$ cat config.mk
export PLATFORM = sky130hd
export DESIGN_NAME = schd_handler
export DESIGN_NICKNAME = d
export VERILOG_FILES = /design/src/hdl/schd_pkg.sv /design/src/hdl/schd_handler.sv /design/src/hdl/schd_unlock.sv
export VERILOG_INCLUDE_DIRS = /design/src /design/src/hdl
export SDC_FILE = /design/constraint.sdc
export NUM_CORES = 1
export LEC_CHECK = 0
export BUFFER_PORTS_ARGS = -buffer_cell sky130_fd_sc_hd__buf_2
export CORE_UTILIZATION = 35
export DETAILED_ROUTE_END_ITERATION = 6
export PLACE_DENSITY = 0.52
export SLEW_MARGIN = 25
export SYNTH_ARGS = -nofsm -noshare
export SYNTH_HDL_FRONTEND = slang
export SYNTH_SLANG_ARGS = --single-unit
$ cat constraint.sdc
create_clock -name CLK -period 2.3 [get_ports CLK]
set_input_delay 0.115 -clock CLK [delete_from_list [all_inputs] [get_ports CLK]]
set_output_delay 0.115 -clock CLK [all_outputs]
set_load 0.01 [all_outputs]
$ cat src/hdl/schd_defs.svh
/*
 * Constants of the subcommand data handler: register offsets, field
 * positions, subcommand codes, reset values and timing counts.
 * Assumes a 200 MHz core clock and a 32-bit classic Wishbone bus.
 */
`ifndef SCHD_DEFS_SVH
`define SCHD_DEFS_SVH

`define SCHD_ADDR_CMD        8'h00
`define SCHD_ADDR_DATA0      8'h04
`define SCHD_ADDR_DATA1      8'h08
`define SCHD_ADDR_DATA2      8'h0C
`define SCHD_ADDR_STATUS     8'h10

`define SCHD_CMD_EXEC_BIT    16
`define SCHD_STAT_UNLOCK_BIT 0
`define SCHD_STAT_ARMED_BIT  1
`define SCHD_BUF_BYTES       12

`define SCHD_CODE_IDENT      16'h0001
`define SCHD_CODE_FWVER      16'h0002
`define SCHD_CODE_HWVER      16'h0003
`define SCHD_CODE_CHARGE     16'h0004
`define SCHD_CODE_KEYS       16'h0035
`define SCHD_CODE_BAL        16'h0083
`define SCHD_CODE_TIMER      16'h0094
`define SCHD_CODE_RECOV      16'h009B

`define SCHD_BAL_RST         8'h00
`define SCHD_TIMER_RST       16'h0000
`define SCHD_RECOV_RST       8'h00
`define SCHD_KEY1_RST        16'h1A2B
`define SCHD_KEY2_RST        16'h3C4D

`define SCHD_PRODUCT_ID      16'h5A5A
`define SCHD_FIRMWARE_REV    16'h0100
`define SCHD_BUILD_NUMBER    1
`define SCHD_SILICON_REV     16'h0001

`define SCHD_CLK_HZ          200000000
`define SCHD_KEY_WINDOW_S    5
`define SCHD_KEY_WINDOW_CYC  (`SCHD_KEY_WINDOW_S * `SCHD_CLK_HZ)

`endif

$ cat src/hdl/schd_pkg.sv
/*
 * Types shared by the subcommand data handler modules.
 * Assumes schd_defs.svh supplies the numeric constants.
 */
package schd_pkg;
	typedef logic [7:0]  schd_byte_t;
	typedef logic [15:0] schd_code_t;

	typedef enum logic [1:0] {
		SCHD_SEALED = 2'b00,
		SCHD_ARMED  = 2'b01,
		SCHD_OPEN   = 2'b10
	} schd_mode_e;
endpackage : schd_pkg

$ cat src/hdl/schd_handler.sv
/*
 * Subcommand data handler: decodes subcommand codes written over Wishbone,
 * stages their data in a twelve-byte transfer buffer and applies writes.
 * Assumes a classic Wishbone master and charge/time inputs from the
 * coulomb counter that are synchronous to CLK.
 */
`timescale 1ns/1ps
`include "schd_defs.svh"
module schd_handler
	import schd_pkg::*;
#(
	parameter logic [15:0] PRODUCT_ID     = `SCHD_PRODUCT_ID,
	parameter logic [15:0] FIRMWARE_REV   = `SCHD_FIRMWARE_REV,
	parameter int unsigned BUILD_NUMBER   = `SCHD_BUILD_NUMBER,
	parameter logic [15:0] SILICON_REV    = `SCHD_SILICON_REV,
	parameter int unsigned KEY_WINDOW_CYC = `SCHD_KEY_WINDOW_CYC
) (
	input  wire logic        CLK,
	input  wire logic        RESETN,
	input  wire logic        WB_CYC_I,
	input  wire logic        WB_STB_I,
	input  wire logic        WB_WE_I,
	input  wire logic [7:0]  WB_ADR_I,
	input  wire logic [3:0]  WB_SEL_I,
	input  wire logic [31:0] WB_DAT_I,
	output logic      [31:0] WB_DAT_O,
	output logic             WB_ACK_O,
	input  wire logic [47:0] CHARGE_ACC,
	input  wire logic [31:0] ACC_TIME,
	output logic      [7:0]  BALANCING_CELL_MASK,
	output logic      [15:0] REGULATOR_WAKE_TIMER,
	output logic      [7:0]  FAULT_RECOVERY_PERMIT,
	output logic             UNLOCKED_SECURITY_MODE
);
	localparam int NB = `SCHD_BUF_BYTES;

	// Build number as four BCD digits
	function automatic logic [15:0] to_bcd(input int unsigned v);
		logic [15:0] r;
		r = {4'(v / 1000 % 10), 4'(v / 100 % 10), 4'(v / 10 % 10), 4'(v % 10)};
		return r;
	endfunction : to_bcd

	localparam logic [15:0] BUILD_BCD = to_bcd(BUILD_NUMBER);

	logic        bus_req;
	logic        ack_q;
	logic [31:0] rdata_q;
	logic [31:0] rdata_d;
	logic        wr_cmd;
	logic        wr_stat;
	logic        rd_go;
	logic        wr_go;
	schd_code_t  cmd_q;
	schd_code_t  new_code;
	schd_byte_t  buf_q [0:NB-1];
	schd_byte_t  snap_d [0:NB-1];
	logic [7:0]  bal_q;
	logic [15:0] timer_q;
	logic [7:0]  recov_q;
	logic        unlocked;
	logic        armed;
	logic        wr_permit;
	logic [47:0] charge_s;

	assign bus_req  = WB_CYC_I & WB_STB_I & ~ack_q;
	assign wr_cmd   = bus_req & WB_WE_I & (WB_ADR_I == `SCHD_ADDR_CMD) & WB_SEL_I[0] & WB_SEL_I[1];
	assign wr_stat  = bus_req & WB_WE_I & (WB_ADR_I == `SCHD_ADDR_STATUS) & WB_SEL_I[0];
	assign new_code = WB_DAT_I[15:0];
	assign wr_go    = wr_cmd & WB_SEL_I[2] & WB_DAT_I[`SCHD_CMD_EXEC_BIT];
	assign rd_go    = wr_cmd & ~wr_go;
	assign charge_s = CHARGE_ACC;

	// Wishbone answer one cycle after the request edge
	always_ff @(posedge CLK) begin
		if (!RESETN)
			ack_q <= 1'b0;
		else
			ack_q <= bus_req;
	end

	always_comb begin
		rdata_d = 32'h00000000;
		unique case (WB_ADR_I)
			`SCHD_ADDR_CMD:    rdata_d = {16'h0000, cmd_q};
			`SCHD_ADDR_DATA0:  rdata_d = {buf_q[3], buf_q[2], buf_q[1], buf_q[0]};
			`SCHD_ADDR_DATA1:  rdata_d = {buf_q[7], buf_q[6], buf_q[5], buf_q[4]};
			`SCHD_ADDR_DATA2:  rdata_d = {buf_q[11], buf_q[10], buf_q[9], buf_q[8]};
			`SCHD_ADDR_STATUS: begin
				rdata_d[`SCHD_STAT_UNLOCK_BIT] = unlocked;
				rdata_d[`SCHD_STAT_ARMED_BIT]  = armed;
			end
			default:           rdata_d = 32'h00000000;
		endcase
	end

	always_ff @(posedge CLK) begin
		if (!RESETN)
			rdata_q <= 32'h00000000;
		else if (bus_req && !WB_WE_I)
			rdata_q <= rdata_d;
	end

	assign WB_ACK_O = ack_q;
	assign WB_DAT_O = rdata_q;

	always_ff @(posedge CLK) begin
		if (!RESETN)
			cmd_q <= 16'h0000;
		else if (wr_cmd)
			cmd_q <= new_code;
	end

	// Snapshot of the block that a read subcommand returns
	always_comb begin
		for (int i = 0; i < NB; i++)
			snap_d[i] = 8'h00;
		unique case (new_code)
			`SCHD_CODE_IDENT: begin
				snap_d[0] = PRODUCT_ID[7:0];
				snap_d[1] = PRODUCT_ID[15:8];
			end
			`SCHD_CODE_FWVER: begin
				snap_d[0] = PRODUCT_ID[15:8];
				snap_d[1] = PRODUCT_ID[7:0];
				snap_d[2] = FIRMWARE_REV[15:8];
				snap_d[3] = FIRMWARE_REV[7:0];
				snap_d[4] = BUILD_BCD[15:8];
				snap_d[5] = BUILD_BCD[7:0];
			end
			`SCHD_CODE_HWVER: begin
				snap_d[0] = SILICON_REV[7:0];
				snap_d[1] = SILICON_REV[15:8];
			end
			`SCHD_CODE_CHARGE: begin
				snap_d[0] = charge_s[7:0];
				snap_d[1] = charge_s[15:8];
				snap_d[2] = charge_s[23:16];
				snap_d[3] = charge_s[31:24];
				snap_d[4] = charge_s[39:32];
				snap_d[5] = charge_s[47:40];
				snap_d[6] = {8{charge_s[47]}};
				snap_d[7] = {8{charge_s[47]}};
				snap_d[8]  = ACC_TIME[7:0];
				snap_d[9]  = ACC_TIME[15:8];
				snap_d[10] = ACC_TIME[23:16];
				snap_d[11] = ACC_TIME[31:24];
			end
			`SCHD_CODE_BAL:    snap_d[0] = bal_q;
			`SCHD_CODE_TIMER: begin
				snap_d[0] = timer_q[7:0];
				snap_d[1] = timer_q[15:8];
			end
			`SCHD_CODE_RECOV:  snap_d[0] = recov_q;
			default:           snap_d[0] = 8'h00;
		endcase
	end

	// Transfer buffer: filled by a read subcommand or by data word writes
	for (genvar gi = 0; gi < NB; gi++) begin : g_buf
		localparam logic [7:0] WORD_ADR = 8'(`SCHD_ADDR_DATA0 + 4 * (gi / 4));

		always_ff @(posedge CLK) begin
			if (!RESETN)
				buf_q[gi] <= 8'h00;
			else if (rd_go)
				buf_q[gi] <= snap_d[gi];
			else if (bus_req && WB_WE_I && WB_ADR_I == WORD_ADR && WB_SEL_I[gi % 4])
				buf_q[gi] <= WB_DAT_I[8 * (gi % 4) +: 8];
		end
	end

	assign wr_permit = wr_go & unlocked;

	always_ff @(posedge CLK) begin
		if (!RESETN)
			bal_q <= `SCHD_BAL_RST;
		else if (wr_permit && new_code == `SCHD_CODE_BAL)
			bal_q <= buf_q[0];
	end

	always_ff @(posedge CLK) begin
		if (!RESETN)
			timer_q <= `SCHD_TIMER_RST;
		else if (wr_permit && new_code == `SCHD_CODE_TIMER)
			timer_q <= {buf_q[1], buf_q[0]};
	end

	always_ff @(posedge CLK) begin
		if (!RESETN)
			recov_q <= `SCHD_RECOV_RST;
		else if (wr_permit && new_code == `SCHD_CODE_RECOV)
			recov_q <= buf_q[0];
	end

	assign BALANCING_CELL_MASK    = bal_q;
	assign REGULATOR_WAKE_TIMER   = timer_q;
	assign FAULT_RECOVERY_PERMIT  = recov_q;
	assign UNLOCKED_SECURITY_MODE = unlocked;

	schd_unlock #(
		.KEY_WINDOW_CYC (KEY_WINDOW_CYC)
	) u_unlock (
		.clk        (CLK),
		.rst_n      (RESETN),
		.cmd_strobe (wr_cmd),
		.cmd_code   (new_code),
		.key_load   (wr_go && new_code == `SCHD_CODE_KEYS),
		.key_word   ({buf_q[3], buf_q[2], buf_q[1], buf_q[0]}),
		.seal_req   (wr_stat && !WB_DAT_I[`SCHD_STAT_UNLOCK_BIT]),
		.unlocked   (unlocked),
		.armed      (armed)
	);

	chk_ident_order: assert property (@(posedge CLK) disable iff (!RESETN)
		(rd_go && new_code == `SCHD_CODE_IDENT) |=>
		(buf_q[0] == PRODUCT_ID[7:0] && buf_q[1] == PRODUCT_ID[15:8] && buf_q[2] == 8'h00))
		else $error("product word not little endian");
	chk_fw_block: assert property (@(posedge CLK) disable iff (!RESETN)
		(rd_go && new_code == `SCHD_CODE_FWVER) |=> (buf_q[6] == 8'h00 && buf_q[7] == 8'h00))
		else $error("firmware block longer than six bytes");
	chk_fw_word_order: assert property (@(posedge CLK) disable iff (!RESETN)
		(rd_go && new_code == `SCHD_CODE_FWVER) |=>
		({buf_q[0], buf_q[1]} == PRODUCT_ID && {buf_q[2], buf_q[3]} == FIRMWARE_REV))
		else $error("firmware block words not big endian");
	chk_build_bcd: assert property (@(posedge CLK) disable iff (!RESETN)
		(rd_go && new_code == `SCHD_CODE_FWVER) |=>
		(buf_q[5][3:0] == 4'(BUILD_NUMBER % 10) && buf_q[4][7:4] == 4'(BUILD_NUMBER / 1000 % 10)))
		else $error("build number not BCD");
	chk_hw_word: assert property (@(posedge CLK) disable iff (!RESETN)
		(rd_go && new_code == `SCHD_CODE_HWVER) |=> ({buf_q[1], buf_q[0]} == SILICON_REV))
		else $error("hardware revision wrong");
	chk_charge_low: assert property (@(posedge CLK) disable iff (!RESETN)
		(rd_go && new_code == `SCHD_CODE_CHARGE) |=>
		({buf_q[3], buf_q[2], buf_q[1], buf_q[0]} == $past(CHARGE_ACC[31:0])))
		else $error("charge low word wrong");
	chk_charge_sign: assert property (@(posedge CLK) disable iff (!RESETN)
		(rd_go && new_code == `SCHD_CODE_CHARGE) |=>
		($signed({buf_q[7], buf_q[6], buf_q[5], buf_q[4]}) == $signed($past(CHARGE_ACC[47:32]))))
		else $error("charge high word not sign extended");
	chk_time_count: assert property (@(posedge CLK) disable iff (!RESETN)
		(rd_go && new_code == `SCHD_CODE_CHARGE) |=>
		({buf_q[11], buf_q[10], buf_q[9], buf_q[8]} == $past(ACC_TIME)))
		else $error("time count wrong");
	chk_bal_readback: assert property (@(posedge CLK) disable iff (!RESETN)
		(rd_go && new_code == `SCHD_CODE_BAL) |=> (buf_q[0] == BALANCING_CELL_MASK))
		else $error("balancing readback differs");
	chk_bal_write: assert property (@(posedge CLK) disable iff (!RESETN)
		(wr_go && unlocked && new_code == `SCHD_CODE_BAL) |=>
		(BALANCING_CELL_MASK == $past(buf_q[0])))
		else $error("balancing mask not applied");
	chk_bal_stop: assert property (@(posedge CLK) disable iff (!RESETN)
		(wr_go && unlocked && new_code == `SCHD_CODE_BAL && buf_q[0] == 8'h00) |=>
		(BALANCING_CELL_MASK == 8'h00) [*2])
		else $error("zero mask did not stop balancing");
	chk_timer_write: assert property (@(posedge CLK) disable iff (!RESETN)
		(wr_go && unlocked && new_code == `SCHD_CODE_TIMER) |=>
		(REGULATOR_WAKE_TIMER == {$past(buf_q[1]), $past(buf_q[0])}))
		else $error("wake timer not written");
	chk_recov_write: assert property (@(posedge CLK) disable iff (!RESETN)
		(wr_go && unlocked && new_code == `SCHD_CODE_RECOV) |=>
		(FAULT_RECOVERY_PERMIT == $past(buf_q[0])))
		else $error("recovery permit not written");
	chk_sealed_ignore: assert property (@(posedge CLK) disable iff (!RESETN)
		(wr_go && !unlocked) |=> ($stable(BALANCING_CELL_MASK) && $stable(REGULATOR_WAKE_TIMER)
		&& $stable(FAULT_RECOVERY_PERMIT)))
		else $error("sealed write changed state");
	cov_charge_read: cover property (@(posedge CLK) disable iff (!RESETN)
		rd_go && new_code == `SCHD_CODE_CHARGE);
	cov_bal_write: cover property (@(posedge CLK) disable iff (!RESETN)
		wr_permit && new_code == `SCHD_CODE_BAL);
	cov_sealed_write: cover property (@(posedge CLK) disable iff (!RESETN)
		wr_go && !unlocked);
	cov_key_replace: cover property (@(posedge CLK) disable iff (!RESETN)
		wr_go && unlocked && new_code == `SCHD_CODE_KEYS);

	// Bus protocol, transfer buffer, seal and control side-effect checks
	chk_ack_answer: assert property (@(posedge CLK) disable iff (!RESETN)
		bus_req |=> WB_ACK_O)
		else $error("request not acknowledged");
	chk_ack_single: assert property (@(posedge CLK) disable iff (!RESETN)
		WB_ACK_O |=> !WB_ACK_O)
		else $error("acknowledge longer than one cycle");
	chk_ack_idle: assert property (@(posedge CLK) disable iff (!RESETN)
		!(WB_CYC_I && WB_STB_I) |=> !WB_ACK_O)
		else $error("acknowledge without request");
	chk_rdata_hold: assert property (@(posedge CLK) disable iff (!RESETN)
		!(bus_req && !WB_WE_I) |=> $stable(WB_DAT_O))
		else $error("read data changed without a read");
	chk_status_read: assert property (@(posedge CLK) disable iff (!RESETN)
		(bus_req && !WB_WE_I && WB_ADR_I == `SCHD_ADDR_STATUS) |=>
		(WB_DAT_O == {30'h0, $past(armed), $past(unlocked)}))
		else $error("status word wrong");
	chk_unmapped_read: assert property (@(posedge CLK) disable iff (!RESETN)
		(bus_req && !WB_WE_I && WB_ADR_I > `SCHD_ADDR_STATUS) |=>
		(WB_DAT_O == 32'h00000000))
		else $error("unmapped read not zero");
	chk_cmd_capture: assert property (@(posedge CLK) disable iff (!RESETN)
		wr_cmd |=> (cmd_q == $past(new_code)))
		else $error("subcommand code not captured");
	chk_seal_write: assert property (@(posedge CLK) disable iff (!RESETN)
		(wr_stat && !WB_DAT_I[`SCHD_STAT_UNLOCK_BIT]) |=>
		!UNLOCKED_SECURITY_MODE)
		else $error("seal request left block unlocked");
	chk_read_no_side: assert property (@(posedge CLK) disable iff (!RESETN)
		rd_go |=> ($stable(BALANCING_CELL_MASK) && $stable(REGULATOR_WAKE_TIMER)
		&& $stable(FAULT_RECOVERY_PERMIT)))
		else $error("read subcommand changed a control");
	chk_exec_keeps_buf: assert property (@(posedge CLK) disable iff (!RESETN)
		wr_go |=> ($stable(buf_q[0]) && $stable(buf_q[11])))
		else $error("execute write altered the buffer");
	chk_buf_lane: assert property (@(posedge CLK) disable iff (!RESETN)
		(bus_req && WB_WE_I && WB_ADR_I == `SCHD_ADDR_DATA0 && WB_SEL_I[0]) |=>
		(buf_q[0] == $past(WB_DAT_I[7:0])))
		else $error("buffer byte lane not written");
	chk_hw_len: assert property (@(posedge CLK) disable iff (!RESETN)
		(rd_go && new_code == `SCHD_CODE_HWVER) |=>
		(buf_q[2] == 8'h00 && buf_q[3] == 8'h00))
		else $error("hardware block longer than two bytes");
	chk_timer_read: assert property (@(posedge CLK) disable iff (!RESETN)
		(rd_go && new_code == `SCHD_CODE_TIMER) |=>
		({buf_q[1], buf_q[0]} == REGULATOR_WAKE_TIMER))
		else $error("wake timer readback differs");
	chk_recov_read: assert property (@(posedge CLK) disable iff (!RESETN)
		(rd_go && new_code == `SCHD_CODE_RECOV) |=>
		(buf_q[0] == FAULT_RECOVERY_PERMIT && buf_q[1] == 8'h00))
		else $error("recovery permit readback differs");
endmodule : schd_handler

$ cat src/hdl/schd_unlock.sv
/*
 * Security mode keeper: sealed, key word one seen, or unlocked.
 * Assumes cmd_strobe pulses once for every subcommand code written.
 */
`timescale 1ns/1ps
`include "schd_defs.svh"
module schd_unlock
	import schd_pkg::*;
#(
	parameter int unsigned KEY_WINDOW_CYC = `SCHD_KEY_WINDOW_CYC
) (
	input  wire logic        clk,
	input  wire logic        rst_n,
	input  wire logic        cmd_strobe,
	input  wire schd_code_t  cmd_code,
	input  wire logic        key_load,
	input  wire logic [31:0] key_word,
	input  wire logic        seal_req,
	output logic             unlocked,
	output logic             armed
);
	schd_mode_e  mode_q;
	logic [31:0] wait_q;
	schd_code_t  key1_q;
	schd_code_t  key2_q;

	always_ff @(posedge clk) begin
		if (!rst_n) begin
			mode_q <= SCHD_SEALED;
			wait_q <= 32'h00000000;
		end else begin
			unique case (mode_q)
				SCHD_SEALED: begin
					if (cmd_strobe && cmd_code == key1_q) begin
						mode_q <= SCHD_ARMED;
						wait_q <= 32'h00000000;
					end
				end
				SCHD_ARMED: begin
					if (cmd_strobe) begin
						if (cmd_code == key2_q)
							mode_q <= SCHD_OPEN;
						else if (cmd_code == key1_q)
							wait_q <= 32'h00000000;
						else
							mode_q <= SCHD_SEALED;
					end else if (wait_q == 32'(KEY_WINDOW_CYC - 1)) begin
						mode_q <= SCHD_SEALED;
					end else begin
						wait_q <= wait_q + 32'h00000001;
					end
				end
				SCHD_OPEN: begin
					if (seal_req)
						mode_q <= SCHD_SEALED;
				end
				default: mode_q <= SCHD_SEALED;
			endcase
		end
	end

	always_ff @(posedge clk) begin
		if (!rst_n) begin
			key1_q <= `SCHD_KEY1_RST;
			key2_q <= `SCHD_KEY2_RST;
		end else if (key_load && mode_q == SCHD_OPEN) begin
			key1_q <= key_word[15:0];
			key2_q <= key_word[31:16];
		end
	end

	assign unlocked = (mode_q == SCHD_OPEN);
	assign armed    = (mode_q == SCHD_ARMED);

	chk_key_locked: assert property (@(posedge clk) disable iff (!rst_n)
		(key_load && mode_q != SCHD_OPEN) |=> ($stable(key1_q) && $stable(key2_q)))
		else $error("key block changed while sealed");
	chk_open_after_arm: assert property (@(posedge clk) disable iff (!rst_n)
		$rose(unlocked) |-> ($past(mode_q) == SCHD_ARMED && $past(cmd_strobe)))
		else $error("unlocked without key word pair");
	chk_window_bound: assert property (@(posedge clk) disable iff (!rst_n)
		wait_q < 32'(KEY_WINDOW_CYC))
		else $error("key window counter overran");
	cov_unlock: cover property (@(posedge clk) disable iff (!rst_n) $rose(unlocked));
endmodule : schd_unlock

==> results_dict.tcl, run 1 <==
set metrics [dict create \
    status "finished with violations" \
    violations "setup timing" \
    finalWirelength_um 41700 \
    min_path_type "in -> reg" \
    swShare 0.230 \
    period_share 1.02 \
    numCtsBuffers 28 \
    finalMaxSlewViolations 0 \
    p_sw_mw 2.25 \
    fp-row-count 66 \
    place_ws_ns -0.169 \
    ys_async_sr_fraction 0 \
    fin_cells 2085 \
    ys_ff_latch 243 \
    setup_violations 8 \
    final_nets 1749 \
    crit_path_start_kind "flop" \
    yosysTopAreaCell "dfxtp_1" \
    synth_area_leaders "dfxtp_1, edfxtp_1, nand2_1" \
    portBuffers 194 \
    fmax_mhz 424 \
    worst_slew_pin_slew_ns 0.818 \
    io_pins 195 \
    crit_type "reg -> reg" \
    grt_max_degree 55 \
    worst_slack_ns -0.0567 \
    cts_buffer_depth 3 \
    dieWidth_um 184 \
    synth_ff_type "dfxtp_1" \
    vias_per_cell 5.31 \
    use_met2 0.407 \
    initial_core_util 0.355 \
    drtAntennaViolNets 0 \
    grt_use_met3 0.0337 \
    syn_inst 1231 \
    p_int_mw 7.55 \
    maxCapViolations 0 \
    cts_root_buf "clkbuf_16" \
    p_per_area_mw_per_mm2 604 \
    drcViolationCount 0 \
    yosysTopAreaCellShare 0.255 \
    drive_above_1_share 0.294 \
    critPathArrivalTime_ns 2.78 \
    pwr-share-seq 0.467 \
    area_growth_pct 40.6 \
    max-slew-margin-rel 0.453 \
    synth.distinct_cells 78 \
    synth-edff-count 96 \
    die_y_um 184 \
    die_area_mm2 0.0337 \
    cts_sinks 243 \
    rrSetupSlack_ns -0.06 \
    syn_area_mm2 0.0115 \
    critical_path_required_ns 2.73 \
    final_hold_viol_count 0 \
    grt_first_pass_wirelength_um 63100 \
    dp_cells 1927 \
    syn_nets 1361 \
    cts_max_level 1 \
    ys_warn_count 0 \
    antenna_found_initial 2 \
    cp_max_fo 5 \
    cts_tree "built" \
    grt-ovfl-total 0 \
    p_leak_nw 6.35 \
    grt_use_total 0.245 \
    skew_ns 0.0310 \
    dp_hpwl_um 29900 \
    yosysSeqAreaShare 0.505 \
    clkPwrFrac 0.464 \
    grt_pass1_vias 10900 \
    finalCriticalPeriod_ns 2.36 \
    clk_pin_slew_worst_paths_ns 0.06 \
    syn_area_per_cell_um2 9.37 \
    gp_congestion 0.899 \
    rsz0062_at_grt "true" \
    pwr-share-comb 0.069 \
    gr-usage-met1 0.331 \
    num_vias 11100 \
    clock_latency_ns 0.56 \
    crit_path_end_kind "flop" \
    drt_first_iter_violations 776 \
    ir_drop_mv 0.672 \
    wl_per_cell_um 20.0 \
    core_region_area_mm2 0.0325 \
    fillers 3072 \
    busiest_layer "met2" \
    firstDrtPassIters 5 \
]
## path summary, 6_finish.rpt
check / end / start / depth (start not counted)
worst max register to register: u_unlock.wait_q[3]$_SDFFE_PN0P_ / u_unlock.wait_q[0]$_SDFFE_PN0P_ / 8
worst min-delay path: buf_q[0][4]$_DFFE_PP_ / CHARGE_ACC[4] / 4
worst max-delay path: u_unlock.wait_q[3]$_SDFFE_PN0P_ / u_unlock.wait_q[0]$_SDFFE_PN0P_ / 8
worst min register to register: WB_DAT_O[5]$_SDFFE_PN0P_ / WB_DAT_O[5]$_SDFFE_PN0P_ / 2
## flip-flops by register name (all words and copies together), names as in the netlist
| signal | cells |
|---|---|
| WB_DAT_O | 32 |
| cmd_q | 16 |
| WB_ACK_O | 1 |
| FAULT_RECOVERY_PERMIT | 8 |
| u_unlock.key1_q | 16 |
| BALANCING_CELL_MASK | 8 |
| buf_q | 96 |
| REGULATOR_WAKE_TIMER | 16 |
| u_unlock.wait_q | 32 |
| u_unlock.mode_q | 2 |
| u_unlock.key2_q | 16 |
## power by group through the flow
stage	registers [mW]	clock network (mW)	logic [mW]
global route	4.58	4.80	0.714
finish	4.58	4.55	0.672
detailed placement	4.67	0	0.529
floorplan	4.64	0	0.233
CTS	4.58	4.64	0.663
global placement	4.67	0	0.530
## cell usage after synthesis, types with 3 or more instances
library cell / n
nand4b_1: 4
or2_2: 4
nand3_1: 38
o21ai_1: 8
o41ai_1: 4
a31o_1: 5
buf_1: 5
buf_2: 19
nor4_2: 6
a21oi_1: 99
xnor2_1: 17
a22o_1: 83
a22oi_1: 16
mux2i_1: 3
edfxtp_1: 96
a221oi_1: 19
nor3_1: 36
nor2b_1: 4
or3_1: 6
or4_1: 13
a222oi_1: 11
nand2b_1: 13
o211ai_1: 10
a31oi_1: 6
nor4_1: 16
nand2_1: 271
xor2_1: 17
mux2_2: 16
dfxtp_1: 147
inv_1: 21
nor2_1: 44
nand4_1: 13
and3_1: 6
a211oi_1: 3
o21ai_0: 23
clkbuf_1: 63
and2_1: 7
o221a_1: 5
nor4b_1: 5
## per-layer routing
layer  wire, um  up-vias  part of all wire
met5          0        -                 0
met4        892        0             0.021
met3       2350       50             0.056
met2      19700      370              0.47
met1      18800     5337              0.45
li1           -     5312                 -
## cell usage in the layout (no fill, tap or decap), types with 8 or more instances in the layout
cell / synthesis / layout
a222oi_1: 11 / 11
nor4_1: 16 / 13
or4_1: 13 / 10
buf_12: 0 / 13
xor2_1: 17 / 17
mux2_2: 16 / 16
buf_4: 0 / 136
nor2_1: 44 / 44
edfxtp_1: 96 / 96
o21ai_1: 8 / 8
nand4_1: 13 / 13
clkbuf_16: 0 / 30
inv_1: 21 / 20
nand3_1: 38 / 35
xnor2_1: 17 / 17
o21ai_0: 23 / 23
dfxtp_1: 147 / 138
a22oi_1: 16 / 16
a21oi_1: 99 / 98
nand2_1: 271 / 270
a22o_1: 83 / 83
buf_2: 19 / 194
dlygate4sd3_1: 0 / 101
nor3_1: 36 / 31
o211ai_1: 10 / 10
a221oi_1: 19 / 19
## cell families after synthesis
kind of cell	count (synthesis)	synth area share
simple gates	505	0.208
compound gates	315	0.196
flops	243	0.505
buf+inv	112	0.0419
xor+xnor	34	0.0258
mux	21	0.0221
fa+ha+maj	1	0.00108
## critical path: stages (launching register included)
cell and delay, ns:
dfxtp_4 0.39, ha_2 0.20, nand3_2 0.09, or3_4 0.40
or4b_4 0.57, nand2_4 0.09, buf_4 0.13, nor3_1 0.05
o311a_1 0.32
## layout make-up
cell class,count,area [um^2],share of cell area
multi-input combinational,877,5490,0.338
sequential,243,5840,0.360
inverter,21,78.8,0.00486
antenna,2,5.00,0.000309
tap,442,553,0.0341
clock buffer,39,815,0.0502
clock inverter,13,130,0.00802
timing repair buffer,448,3310,0.204
## what timing repair did
item	4_1_cts	5_1_grt
pin swaps	2	8
setup endpoints to repair	28	77
resized for setup	15	24
hold buffers	101	0
buffers inserted	0	1
hold endpoints to repair	99	0
gates cloned	1	1
## stage by stage
step / utilization / power [mW] / area (um^2) / setup TNS, ns / hold slack [ns]
detailed placement: 0.433 / 5.20 / 14100 / -12.15 / 0.415
global placement: 0.433 / 5.20 / 14100 / -8.85 / 0.411
floorplan: - / 4.88 / 11600 / -3.82 / 0.292
CTS: 0.496 / 9.88 / 16100 / -0.141 / 0.00726
finish: 0.500 / 9.80 / 16200 / -0.218 / 0.0224
global route: 0.500 / 10.1 / 16200 / -1.17 / 0.0295
Power figures use the tool's default switching activity.
==> run 2, diff against run 1 <==
--- a/config.mk
+++ b/config.mk
@@ -6,10 +6,11 @@
 export SDC_FILE = /design/constraint.sdc
 export NUM_CORES = 1
 export LEC_CHECK = 0
-export BUFFER_PORTS_ARGS = -buffer_cell sky130_fd_sc_hd__buf_2
+export CORE_ASPECT_RATIO = 0.7
 export CORE_UTILIZATION = 35
 export DETAILED_ROUTE_END_ITERATION = 6
-export PLACE_DENSITY = 0.52
+export DONT_BUFFER_PORTS = 1
+export PLACE_DENSITY = 0.47
 export SLEW_MARGIN = 25
 export SYNTH_ARGS = -nofsm -noshare
 export SYNTH_HDL_FRONTEND = slang
==> run 2 against run 1 <==
  * The run still ends with setup timing left
  * Total power fell by 4.4%
  * Die area is essentially flat
  * Setup slack improved by 0.049 ns
  * Design area fell by 6.3%
  * Clock skew down 0.023 ns
  * Flip-flop and latch count stayed put
  * Combinational power decreased by 23%
  * Critical path type unchanged
  * Critical endpoint is now u_unlock.wait_q[25]$_SDFFE_PN0P_
  * Fmax grew 2.1%
  * Largest cell class unchanged
==> results_dict.tcl, run 2 (same netlist as run 1, synthesis figures left out) <==
set metrics [dict create \
    crit_type "reg -> reg" \
    gr-usage-met1 0.376 \
    setup_violations 1 \
    gp_congestion 0.861 \
    use_met2 0.362 \
    grt_max_degree 59 \
    drcViolationCount 0 \
    dp_cells 1695 \
    cts_buffer_depth 3 \
    clock_latency_ns 0.56 \
    critical_path_required_ns 2.74 \
    antenna_found_initial 4 \
    pwr-share-comb 0.055 \
    drive_above_1_share 0.187 \
    diodes 0 \
    cts_max_level 1 \
    cts_sinks 243 \
    fillers 3117 \
    pwr-share-seq 0.488 \
    area_growth_pct 31.8 \
    violations "setup timing" \
    final_nets 1556 \
    rsz0062_at_grt "true" \
    p_leak_nw 5.43 \
    dp_hpwl_um 29600 \
    p_sw_mw 2.13 \
    portBuffers 0 \
    skew_ns 0.00833 \
    final_cell_mix "nand2_1, dfxtp_1, dlygate4sd3_1" \
    ir_drop_mv 0.443 \
    firstDrtPassIters 5 \
    grt_pass1_vias 9988 \
    fp-row-count 55 \
    worst_slack_ns -0.00817 \
    multi_input_area_mm2 0.00548 \
    maxCapViolations 0 \
    worst_slew_pin_slew_ns 0.744 \
    cp_max_fo 4 \
    p_int_mw 7.24 \
    finalCriticalPeriod_ns 2.31 \
    clk_pin_slew_worst_paths_ns 0.06 \
    place_ws_ns -0.0779 \
    numCtsBuffers 27 \
    cts_root_buf "clkbuf_16" \
    grt_use_met3 0.0495 \
    io_pins 195 \
    drtAntennaViolNets 0 \
    finalMaxSlewViolations 0 \
    swShare 0.228 \
    grt_first_pass_wirelength_um 63300 \
    die_y_um 154 \
    busiest_layer "met1" \
    largest_reg_flops 96 \
    regArea_mm2 0.00585 \
    crit_path_start_kind "flop" \
    p_per_area_mw_per_mm2 616 \
    fin_cells 1874 \
    fin_setup_tns_ns -0.00817 \
    period_share 1.00 \
    dieWidth_um 219 \
    core_region_area_mm2 0.0323 \
    crit_path_end_kind "flop" \
    finalWirelength_um 42600 \
    wl_per_cell_um 22.8 \
    max-slew-margin-rel 0.502 \
    final_hold_viol_count 0 \
    status "finished with violations" \
    initial_core_util 0.357 \
    drt_first_iter_violations 1027 \
    min_path_type "in -> reg" \
    clkPwrFrac 0.456 \
    cts_tree "built" \
    num_vias 10500 \
    grt_use_total 0.248 \
    layout_commonest_cell "nand2_1" \
    top_register "buf_q" \
    vias_per_cell 5.61 \
    die_area_mm2 0.0337 \
    grt-ovfl-total 0 \
    fmax_mhz 433 \
    critPathArrivalTime_ns 2.75 \
]
## run 2: cell types whose count changed in the layout (fill, tap and decap cells not counted), sizes merged
cell / previous run / this run
clkbuf: 39 / 38
bufinv: 2 / 1
buf: 346 / 136
clkdlybuf4s15: 1 / 0
dlygate4sd3: 101 / 120
diode: 2 / 0
## run 2: final cells by class
| class | instances | area share |
|---|---|---|
| multi-input cells | 877 | 0.361 |
| clock buffers | 38 | 0.0511 |
| repair buffers | 256 | 0.158 |
| flip-flops and latches | 243 | 0.385 |
| well taps | 427 | 0.0351 |
| inverters | 21 | 0.00518 |
| clock inverters | 12 | 0.00568 |
## run 2: layer usage
metal | vias to the layer above | wire, um
li1 | 4943 | -
met1 | 5136 | 20700
met2 | 382 | 17900
met3 | 56 | 3180
met4 | 0 | 815
met5 | - | 0
## run 2: power by group through the flow
stage | clock network [mW] | registers (mW) | logic (mW)
2_1_floorplan | 0 | 4.64 | 0.233
3_3_place_gp | 0 | 4.67 | 0.274
3_5_place_dp | 0 | 4.67 | 0.275
4_1_cts | 4.37 | 4.58 | 0.512
5_1_grt | 4.53 | 4.58 | 0.551
6_report | 4.28 | 4.57 | 0.520
## run 2: final timing paths
kind,cells past startpoint,start,slack [ns],to
min reg2reg,2,cmd_q[0]$_SDFFE_PN0P_,0.45,cmd_q[0]$_SDFFE_PN0P_
max reg2reg,6,u_unlock.wait_q[9]$_SDFFE_PN0P_,-0.008,u_unlock.wait_q[25]$_SDFFE_PN0P_
max,6,u_unlock.wait_q[9]$_SDFFE_PN0P_,-0.008,u_unlock.wait_q[25]$_SDFFE_PN0P_
min,4,RESETN,0.04,u_unlock.wait_q[11]$_SDFFE_PN0P_
## run 2: critical path, cell delays in order, from the launching register on
cell     delay [ns]
dfxtp_2        0.37
nand4_1        0.17
or4_4          0.45
or3_4          0.34
or4_4          0.48
a21bo_1        0.18
o221a_1        0.22
## run 2: per-stage QoR
stage	instance area [um^2]	utilization	total power [mW]	hold slack, ns
final	15200	0.470	9.37	0.0417
after global routing	15200	0.470	9.66	0.0698
after CTS	15000	0.465	9.46	0.0289
after detailed placement	12900	0.398	4.95	0.209
after global placement	12900	0.398	4.94	0.208
after floorplan	11600	-	4.88	0.292
## run 2: repair_timing
item,4_1_cts,5_1_grt
gates resized for setup,9,30
hold buffers,121,0
endpoints found under the setup margin,21,78
buffers inserted,3,4
pin swaps,2,17
cloned,0,1
endpoints found under the hold margin,168,0
